File: src/clock_matrix_defines.svh
// Register offsets, field positions, reset values and bus constants
`ifndef CLOCK_MATRIX_DEFINES_SVH
`define CLOCK_MATRIX_DEFINES_SVH

// ----------------------------------------------------------------
// Register offsets (byte command codes)
// ----------------------------------------------------------------
`define OFS_PIN_CFG 8'h0A
`define OFS_OUT_CFG_FIRST 8'h13
`define OFS_OUT_CFG_LAST 8'h18
`define OFS_DIV_FIRST 8'h20
`define OFS_DIV_LAST 8'h25
`define OFS_ROUTE_FIRST 8'h28
`define OFS_ROUTE_LAST 8'h2D
`define OFS_STATUS 8'h30

// ----------------------------------------------------------------
// Reset values
// ----------------------------------------------------------------
`define RST_PIN_CFG 8'h00
`define RST_OUT_CFG 8'h08
`define RST_DIV 7'h01
`define RST_ROUTE 8'h00

// ----------------------------------------------------------------
// Field positions and codes
// ----------------------------------------------------------------
`define ROUTE_A_LSB 0
`define ROUTE_B_LSB 4
`define SRC_INPUT 3'h4
`define PLL_COUNT 4
`define OUT_COUNT 6
`define ADDR_PIN_BITS 2
// Arbitrary neutral bus address
`define SMB_BASE_ADDR 7'h68
`define BITS_PER_BYTE 4'h8

`endif

File: src/clock_matrix_pkg.sv
// Types shared by the clock output matrix control logic
package clock_matrix_pkg;

	typedef struct packed {
		logic reserved_7;
		logic invert;
		logic [1:0] edge_rate_control;
		logic enable;
		logic [2:0] reserved_2_0;
	} out_cfg_type;

	typedef struct packed {
		logic [3:0] reserved_7_4;
		logic pin_b_mode_bit_high;
		logic pin_b_mode_bit_low;
		logic pin_a_mode_bit_high;
		logic pin_a_mode_bit_low;
	} pin_cfg_type;

	typedef struct packed {
		logic pll_power_down;
		logic input_power_down;
		logic pll_bypass;
		logic clock_input_select;
	} power_ctl_type;

	typedef enum logic [1:0] {
		OUT_ACTIVE,
		OUT_STATIC,
		OUT_TRISTATE
	} out_mode_type;

	typedef enum logic [3:0] {
		SMB_IDLE,
		SMB_ADDR,
		SMB_ACK_ADDR,
		SMB_CMD,
		SMB_ACK_CMD,
		SMB_WDATA,
		SMB_ACK_W,
		SMB_RDATA,
		SMB_RACK,
		SMB_SKIP
	} smb_state_type;

endpackage

File: src/clock_output_matrix_control.sv
// Control pins, serial register bus and six-output switch matrix
`timescale 1ns/1ps
`include "clock_matrix_defines.svh"
module clock_output_matrix_control
	import clock_matrix_pkg::*;
(
	// Clock, reset, enable
	input wire logic clk_sys,
	input wire logic rstn,
	input wire logic clk_en,
	// Multi-function pins
	input wire logic multi_function_pin_a,
	input wire logic multi_function_pin_b,
	// Clock sources, sampled on clk_sys
	input wire logic first_clock_input,
	input wire logic second_clock_input,
	input wire logic [3:0] pll_clock,
	// Serial management bus
	input wire logic scl_in,
	input wire logic sda_in,
	output logic sda_out,
	output logic sda_oe_n,
	// Clock outputs
	output logic [5:0] clock_output,
	output logic [5:0] clock_output_oe_n,
	output logic [11:0] edge_rate_control,
	// Power and path control
	output power_ctl_type power_ctl
);

	// ------------------------------------------------------------
	// Functions
	// ------------------------------------------------------------
	// Register windows are contiguous, so one compare pair and an
	// offset from the window base decode every per-output byte
	function automatic logic in_range(input logic [7:0] a,
		input logic [7:0] lo, input logic [7:0] hi);
		in_range = (a >= lo) && (a <= hi);
	endfunction

	function automatic logic [2:0] slot(input logic [7:0] a,
		input logic [7:0] lo);
		slot = 3'(a - lo);
	endfunction

	// ------------------------------------------------------------
	// Registers
	// ------------------------------------------------------------
	pin_cfg_type pin_cfg_r;
	out_cfg_type out_cfg_r [0:5];
	logic [6:0] div_r [0:5];
	logic [7:0] route_r [0:5];

	// ------------------------------------------------------------
	// Pin function decode
	// ------------------------------------------------------------
	// Both high mode bits set turn the pins into address bits; then
	// neither pin controls outputs, clock select or power-down.
	// A single high mode bit on pin b alone leaves pin b without a
	// control job, so only a pin a power-down can 3-state the outputs.
	wire addr_mode = pin_cfg_r.pin_a_mode_bit_high &
		pin_cfg_r.pin_b_mode_bit_high;
	wire [1:0] pin_a_mode = {pin_cfg_r.pin_a_mode_bit_high,
		pin_cfg_r.pin_a_mode_bit_low};
	wire pin_a_ctl = !pin_cfg_r.pin_a_mode_bit_high;
	wire pin_b_ctl = !pin_cfg_r.pin_b_mode_bit_high;
	wire device_pd = pin_a_ctl && pin_a_mode == 2'b00 &&
		!multi_function_pin_a;
	wire bypass = pin_a_ctl && pin_a_mode == 2'b01 &&
		!multi_function_pin_a;
	wire clk_sel_mode = pin_a_mode == 2'b10 && pin_b_ctl;
	wire in_sel = clk_sel_mode & multi_function_pin_a;
	wire sel_input = in_sel ? second_clock_input : first_clock_input;
	wire out_ctl_low = pin_b_ctl && !multi_function_pin_b;
	wire out_tri = out_ctl_low & pin_cfg_r.pin_b_mode_bit_low;
	wire out_static = out_ctl_low & !pin_cfg_r.pin_b_mode_bit_low;

	// Power-down and 3-state share one output code; power-down also
	// shows separately on power_ctl, which keeps the priority order
	out_mode_type global_mode;
	assign global_mode = (device_pd || out_tri) ? OUT_TRISTATE :
		out_static ? OUT_STATIC : OUT_ACTIVE;

	// ------------------------------------------------------------
	// Switch A, post-dividers, switch B
	// ------------------------------------------------------------
	// Sources are sampled levels, so a divider only sees edges that
	// are slower than half the system clock
	logic [5:0] src_lvl;
	logic [5:0] src_prev_r;
	logic [6:0] cnt_r [0:5];
	logic [5:0] div_q_r;
	logic [5:0] out_val;
	logic [5:0] out_oe_n_val;

	genvar g;
	generate
		for (g = 0; g < `OUT_COUNT; g++) begin : g_path
			wire [2:0] sel_a = route_r[g][`ROUTE_A_LSB +: 3];
			wire [2:0] sel_b = route_r[g][`ROUTE_B_LSB +: 3];
			wire [6:0] div_eff = (div_r[g] == 7'h00) ? 7'h01 : div_r[g];
			wire src_edge = src_lvl[g] ^ src_prev_r[g];
			wire wrap = (cnt_r[g] + 7'h01) >= div_eff;
			wire routed = (sel_b < 3'(`OUT_COUNT)) ?
				div_q_r[sel_b] : 1'b0;
			wire active_val = bypass ? sel_input : routed;
			wire enabled = out_cfg_r[g].enable;

			assign src_lvl[g] = (sel_a == `SRC_INPUT || bypass) ?
				sel_input : (sel_a < 3'(`PLL_COUNT)) ?
				pll_clock[sel_a[1:0]] : 1'b0;

			assign out_oe_n_val[g] = global_mode == OUT_TRISTATE;
			assign out_val[g] = (global_mode == OUT_ACTIVE && enabled) ?
				active_val ^ out_cfg_r[g].invert :
				out_cfg_r[g].invert &
				(global_mode != OUT_TRISTATE);

			// Counting both source edges gives 50 percent duty for odd N
			always_ff @(posedge clk_sys or negedge rstn) begin
				if (!rstn) begin
					src_prev_r[g] <= 1'b0;
					cnt_r[g] <= 7'h00;
					div_q_r[g] <= 1'b0;
				end else if (clk_en) begin
					src_prev_r[g] <= src_lvl[g];
					if (src_edge && wrap) begin
						cnt_r[g] <= 7'h00;
						div_q_r[g] <= !div_q_r[g];
					end else if (src_edge) begin
						cnt_r[g] <= cnt_r[g] + 7'h01;
					end
				end
			end
		end
	endgenerate

	// A new divide value takes effect at once; no glitch guard
	always_ff @(posedge clk_sys or negedge rstn) begin
		if (!rstn) begin
			clock_output <= 6'h00;
			clock_output_oe_n <= 6'h3F;
			power_ctl <= '0;
		end else if (clk_en) begin
			clock_output <= out_val;
			clock_output_oe_n <= out_oe_n_val;
			power_ctl <= {device_pd | bypass, device_pd, bypass, in_sel};
		end
	end

	always_comb begin
		for (int i = 0; i < `OUT_COUNT; i++) begin
			edge_rate_control[2*i +: 2] =
				out_cfg_r[i].edge_rate_control;
		end
	end

	// ------------------------------------------------------------
	// Serial bus slave
	// ------------------------------------------------------------
	smb_state_type state_r;
	logic scl_prev_r;
	logic sda_prev_r;
	logic [3:0] bit_cnt_r;
	logic [7:0] shift_r;
	logic [7:0] cmd_r;
	logic rd_r;

	// Address mode keeps the upper base bits and takes the low bits
	// from the pins, so up to four parts can share one bus
	wire [6:0] base_addr = `SMB_BASE_ADDR;
	wire [6:0] my_addr = addr_mode ?
		{base_addr[6:`ADDR_PIN_BITS], multi_function_pin_b,
		multi_function_pin_a} : base_addr;
	// Bus lines are sampled on clk_sys, so each bus clock phase must
	// last at least three system clocks for edges to be seen
	wire scl_rise = scl_in && !scl_prev_r;
	wire scl_fall = !scl_in && scl_prev_r;
	wire start_c = scl_in && scl_prev_r && sda_prev_r && !sda_in;
	wire stop_c = scl_in && scl_prev_r && !sda_prev_r && sda_in;
	wire byte_done = bit_cnt_r == `BITS_PER_BYTE;
	wire addr_hit = shift_r[7:1] == my_addr;
	wire wr_en = state_r == SMB_WDATA && scl_fall && byte_done;

	logic [7:0] rd_data;
	assign rd_data =
		(cmd_r == `OFS_PIN_CFG) ? pin_cfg_r :
		in_range(cmd_r, `OFS_OUT_CFG_FIRST, `OFS_OUT_CFG_LAST) ?
		out_cfg_r[slot(cmd_r, `OFS_OUT_CFG_FIRST)] :
		in_range(cmd_r, `OFS_DIV_FIRST, `OFS_DIV_LAST) ?
		{1'b0, div_r[slot(cmd_r, `OFS_DIV_FIRST)]} :
		in_range(cmd_r, `OFS_ROUTE_FIRST, `OFS_ROUTE_LAST) ?
		route_r[slot(cmd_r, `OFS_ROUTE_FIRST)] :
		(cmd_r == `OFS_STATUS) ?
		{2'h0, global_mode, power_ctl} : 8'h00;

	always_ff @(posedge clk_sys or negedge rstn) begin
		if (!rstn) begin
			scl_prev_r <= 1'b1;
			sda_prev_r <= 1'b1;
		end else if (clk_en) begin
			scl_prev_r <= scl_in;
			sda_prev_r <= sda_in;
		end
	end

	always_ff @(posedge clk_sys or negedge rstn) begin
		if (!rstn) begin
			state_r <= SMB_IDLE;
			bit_cnt_r <= 4'h0;
			shift_r <= 8'h00;
			cmd_r <= 8'h00;
			rd_r <= 1'b0;
			sda_out <= 1'b1;
			sda_oe_n <= 1'b1;
		end else if (clk_en) begin
			if (start_c) begin
				state_r <= SMB_ADDR;
				bit_cnt_r <= 4'h0;
				sda_oe_n <= 1'b1;
			end else if (stop_c) begin
				state_r <= SMB_IDLE;
				sda_oe_n <= 1'b1;
			end else if (scl_rise) begin
				case (state_r)
					SMB_ADDR, SMB_CMD, SMB_WDATA: begin
						shift_r <= {shift_r[6:0], sda_in};
						bit_cnt_r <= bit_cnt_r + 4'h1;
					end
					SMB_RACK: begin
						state_r <= sda_in ? SMB_SKIP : SMB_RDATA;
					end
					default: begin
					end
				endcase
			end else if (scl_fall) begin
				case (state_r)
					SMB_ADDR: begin
						if (byte_done && addr_hit) begin
							rd_r <= shift_r[0];
							state_r <= SMB_ACK_ADDR;
							sda_out <= 1'b0;
							sda_oe_n <= 1'b0;
						end else if (byte_done) begin
							state_r <= SMB_SKIP;
						end
					end
					SMB_CMD, SMB_WDATA: begin
						if (byte_done) begin
							if (state_r == SMB_CMD) begin
								cmd_r <= shift_r;
							end
							state_r <= (state_r == SMB_CMD) ?
								SMB_ACK_CMD : SMB_ACK_W;
							sda_out <= 1'b0;
							sda_oe_n <= 1'b0;
						end
					end
					SMB_ACK_ADDR, SMB_ACK_CMD, SMB_ACK_W: begin
						bit_cnt_r <= 4'h0;
						sda_oe_n <= 1'b1;
						state_r <= (state_r == SMB_ACK_CMD ||
							state_r == SMB_ACK_W) ? SMB_WDATA :
							rd_r ? SMB_RDATA : SMB_CMD;
						if (state_r == SMB_ACK_ADDR && rd_r) begin
							shift_r <= {rd_data[6:0], 1'b0};
							sda_out <= rd_data[7];
							sda_oe_n <= rd_data[7];
							bit_cnt_r <= 4'h1;
						end
					end
					SMB_RDATA: begin
						// Open drain: only a zero bit is driven
						if (byte_done) begin
							sda_oe_n <= 1'b1;
							state_r <= SMB_RACK;
							bit_cnt_r <= 4'h0;
						end else begin
							sda_out <= shift_r[7];
							sda_oe_n <= shift_r[7];
							shift_r <= {shift_r[6:0], 1'b0};
							bit_cnt_r <= bit_cnt_r + 4'h1;
						end
					end
					default: begin
					end
				endcase
			end
		end
	end

	// ------------------------------------------------------------
	// Register writes; bytes read after the first in one transfer are 0x00
	// ------------------------------------------------------------
	// No auto-increment: every data byte of one transfer lands in
	// the register named by the command byte.
	// Unmapped commands are acked but change nothing.
	always_ff @(posedge clk_sys or negedge rstn) begin
		if (!rstn) begin
			pin_cfg_r <= `RST_PIN_CFG;
			for (int i = 0; i < `OUT_COUNT; i++) begin
				out_cfg_r[i] <= `RST_OUT_CFG;
				div_r[i] <= `RST_DIV;
				route_r[i] <= `RST_ROUTE | 8'(i << `ROUTE_B_LSB) |
					8'(`SRC_INPUT);
			end
		end else if (clk_en && wr_en) begin
			if (cmd_r == `OFS_PIN_CFG) begin
				pin_cfg_r <= {4'h0, shift_r[3:0]};
			end
			if (in_range(cmd_r, `OFS_OUT_CFG_FIRST, `OFS_OUT_CFG_LAST)) begin
				out_cfg_r[slot(cmd_r, `OFS_OUT_CFG_FIRST)] <=
					shift_r;
			end
			if (in_range(cmd_r, `OFS_DIV_FIRST, `OFS_DIV_LAST)) begin
				div_r[slot(cmd_r, `OFS_DIV_FIRST)] <= shift_r[6:0];
			end
			if (in_range(cmd_r, `OFS_ROUTE_FIRST, `OFS_ROUTE_LAST)) begin
				route_r[slot(cmd_r, `OFS_ROUTE_FIRST)] <= shift_r;
			end
		end
	end

endmodule

File: config.mk
export PLATFORM = sky130hd
export DESIGN_NAME = clock_output_matrix_control
export DESIGN_NICKNAME = d
export VERILOG_FILES = /design/src/clock_matrix_pkg.sv /design/src/clock_output_matrix_control.sv
export VERILOG_INCLUDE_DIRS = /design/src
export SDC_FILE = /design/constraint.sdc
export NUM_CORES = 1
export LEC_CHECK = 0
export ABC_AREA = 1
export BUFFER_PORTS_ARGS = -buffer_cell sky130_fd_sc_hd__buf_2
export CORE_MARGIN = 1.5
export CORE_UTILIZATION = 40
export DETAILED_ROUTE_END_ITERATION = 7
export GPL_TIMING_DRIVEN = 0
export PLACE_DENSITY = 0.59
export SETUP_SLACK_MARGIN = 0.15
export SLEW_MARGIN = 20
export SYNTH_ARGS = -nofsm -noshare
export SYNTH_HDL_FRONTEND = slang
export SYNTH_SLANG_ARGS = --single-unit
File: constraint.sdc
create_clock -name clk_sys -period 2.9 [get_ports clk_sys]
set_input_delay 0.145 -clock clk_sys [delete_from_list [all_inputs] [get_ports clk_sys]]
set_output_delay 0.145 -clock clk_sys [all_outputs]
set_load 0.005 [all_outputs]
==> impl_metrics.tcl <==
set metrics [dict create \
    cp.required_ns 3.37 \
    finalCriticalPeriod_ns 2.63 \
    dieArea_um2 37100 \
    crit_fanout 11 \
    ys_top_cells_by_area "dfrtp_1 (36%), nand2_1 (15%), o21ai_0 (7.9%), dfstp_2 (5.5%), ha_1 (5.0%)" \
    layout.nets 2072 \
    max_freq_mhz 380 \
    hold_path.class "in -> async" \
    firstDrtPassIters 6 \
    grt_setup_unrepaired "yes" \
    drive_gt1_share_pct 13.5 \
    clkTransAtPathRegs_ns 0.06 \
    antenna_found_initial 0 \
    fin_worst_hold_slack_ns 0.145 \
    grt_first_pass_wirelength_um 71100 \
    synth_area_leader_cell "dfrtp_1" \
    syn_area_um2 14400 \
    area_growth_pct 14.3 \
    nFillCells 3597 \
    detail_route.wl_per_cell_um 18.2 \
    cellLeakagePower_nw 8.03 \
    yosysWarnings 0 \
    n_antenna_cell 0 \
    synth_nets 1988 \
    fp.dieW_um 193 \
    start_util_pct 40.5 \
    end_kind "flop" \
    synth_seq_cells 236 \
    layout.cells.non_filler 2486 \
    portBuffers 42 \
    worstSetupPathType "reg -> reg" \
    clock_path_buffers 3 \
    grt_overflow 0 \
    startpoint "cmd_r[1]" \
    grt_max_degree 95 \
    critPathArrivalTime_ns 3.10 \
    cp-start-kind "flop" \
    worst_pin_slew_ns 1.07 \
    drv_cap 0 \
    peakVddDrop_mv 0.507 \
    cpMostUsedCell "nand2_1" \
    rows 69 \
    gp_congestion 0.933 \
    synth.most_common_cell "nand2_1" \
    avgSynthCellArea_um2 7.49 \
    drc 0 \
    fp.dieH_um 193 \
    relSlewSlack_pct 28.5 \
    synth-edff-count 0 \
    wl_um 45100 \
    ff2ff_path_depth 13 \
    vias_per_cell 5.31 \
    ys_top_cells_by_count "nand2_1 (575), o21ai_0 (227), dfrtp_1 (206)" \
    ys_types 50 \
    drv_slew 0 \
    finalHoldViolations 0 \
    grt_pass1_vias 12403 \
    place.detailed.hpwl_um 32800 \
    async_flop_share_pct 100 \
    p_per_area_nw_per_um2 570 \
    via_count 13207 \
    cp_slowest_cell "dfrtp_1" \
    cts_tree "yes" \
    yosysTopAreaCellShare_pct 35.9 \
    crit_cells 13 \
    clock_sinks 236 \
    ant_nets 0 \
    worst-path-buf-inv 5 \
    crit_chain "buf_4 > clkinvlp_4 > buf_6 > ha_1 > clkinv_2 > buf_4 > o21ai_0 > nand2_1 > nand2_1 > nand2_1 > a21oi_2 > o21ai_0 > a21oi_1" \
    outcome "complete, no violations" \
    cpPeakStageDelay_ns 0.39 \
    htreeDepth 1 \
    dp_cells 2423 \
    yosysSeqAreaShare_pct 41.4 \
    synthCells 1918 \
    r2r_start "cmd_r[1]" \
    drt_iter0_drc 1102 \
    synth-main-ff-cell "dfrtp_1" \
    insertion_delay_ns 0.57 \
    min_period_over_period_pct 90.8 \
    core_area_um2 35500 \
    grt_use_total_pct 25.0 \
    fin_skew_ns 0.0302 \
    final-setup-viol-count 0 \
    cts_buffers 29 \
    cts-root-buf "clkbuf_16" \
    critical_path.top_delay_family "buffers and inverters" \
    ioPinCount 43 \
]
==> flip-flops by register name (all words and copies together), names as in the netlist, 4 cells and up <==
name / cells
bit_cnt_r: 4
route_r: 12
g_path.enabled: 6
src_prev_r: 6
g_path.sel_a: 18
g_path.sel_b: 18
div_r: 42
out_cfg_r: 30
cmd_r: 8
clock_output: 6
edge_rate_control: 12
state_r: 4
cnt_r: 42
power_ctl: 4
shift_r: 8
div_q_r: 6
==> report_power, final <==
| group | switching (mW) | leakage [nW] | internal (mW) |
|---|---|---|---|
| Clock | 1.48 | 0.501 | 2.39 |
| Sequential | 0.169 | 3.14 | 3.47 |
| Combinational | 1.42 | 4.40 | 0.418 |
==> cell families (layout without fill, tap and decap cells) <==
family / after synthesis / after routing / share of synthesized area [%]
xor+xnor: 34 / 34 / 2.07
flops: 236 / 236 / 41.4
fa+ha+maj: 57 / 57 / 4.96
buf+inv: 284 / 391 / 8.55
simple gates: 910 / 910 / 27.8
compound gates: 397 / 397 / 15.2
==> layer usage <==
| metal | track usage (%) | wire length (um) |
|---|---|---|
| met3 | 3.51 | 2610 |
| met5 | 0 | 0 |
| met1 | 36.1 | 21100 |
| met4 | 7.66 | 1450 |
| met2 | 38.5 | 20000 |
==> through the flow <==
stage | TNS, ns | util [%] | area [um^2] | total power, mW | setup slack (ns)
4_1_cts | 0 | 46.0 | 16300 | 9.41 | 0.126
3_5_place_dp | -19.05 | 42.9 | 15200 | 5.50 | -0.485
3_3_place_gp | -620.58 | 42.7 | 15200 | 5.47 | -2.80
5_1_grt | 0 | 46.3 | 16400 | 9.76 | 0.124
2_1_floorplan | 0 | - | 14400 | 4.70 | 0.493
6_report | 0 | 46.3 | 16400 | 9.36 | 0.268
==> path summary, 6_finish.rpt <==
check	to	slack [ns]
max	shift_r[6]	0.27
min	cnt_r[18]	0.14
max reg2reg	shift_r[6]	0.27
min reg2reg	div_r[35]	0.47
max in group asynchronous	sda_oe_n	1.88
min in group clk_sys	shift_r[5]	0.17
==> cell usage in the layout, fill, tap and decap left out, types with 4 or more instances in the layout <==
master and instances:
ha_1 57, nand2_4 12, xor2_1 25, clkbuf_8 8, a21oi_1 61, buf_4 22
nor2_2 5, o21a_1 6, nand3b_1 5, nor3_2 6, o21ai_1 55, nand4_1 45
o21ai_0 218, nand2_1 575, nor2_1 108, clkbuf_1 37, xnor2_1 7, nand3_1 101
o21ai_2 29, bufinv_16 4, dfstp_2 30, o211ai_1 6, inv_1 188, dfrtp_1 205
dlygate4sd3_1 4, inv_2 5, buf_2 65, clkinv_2 6, clkbuf_16 29, nand2_2 8
buf_6 10, or2_2 5, nor3_1 25
==> area by class of cell <==
class                           instances  area (um^2)  share of cell area (%)
Inverter                              197          746                    4.54
Clock buffer                           45          866                    5.27
Clock inverter                          9          149                   0.906
Tap cell                              461          577                    3.51
Sequential cell                       236         5940                    36.2
Buffer                                 87          510                    3.11
Timing Repair Buffer                   53          378                    2.30
Multi-Input combinational cell       1398         7260                    44.2
==> repair_timing <==
action	CTS	global route
hold buffers	4	0
gates resized for setup	9	31
pin swaps	1	2
setup buffers	2	3
setup endpoints to repair	148	142
hold endpoints to repair	62	0
Note: power is estimated with default switching activity, not from simulation.
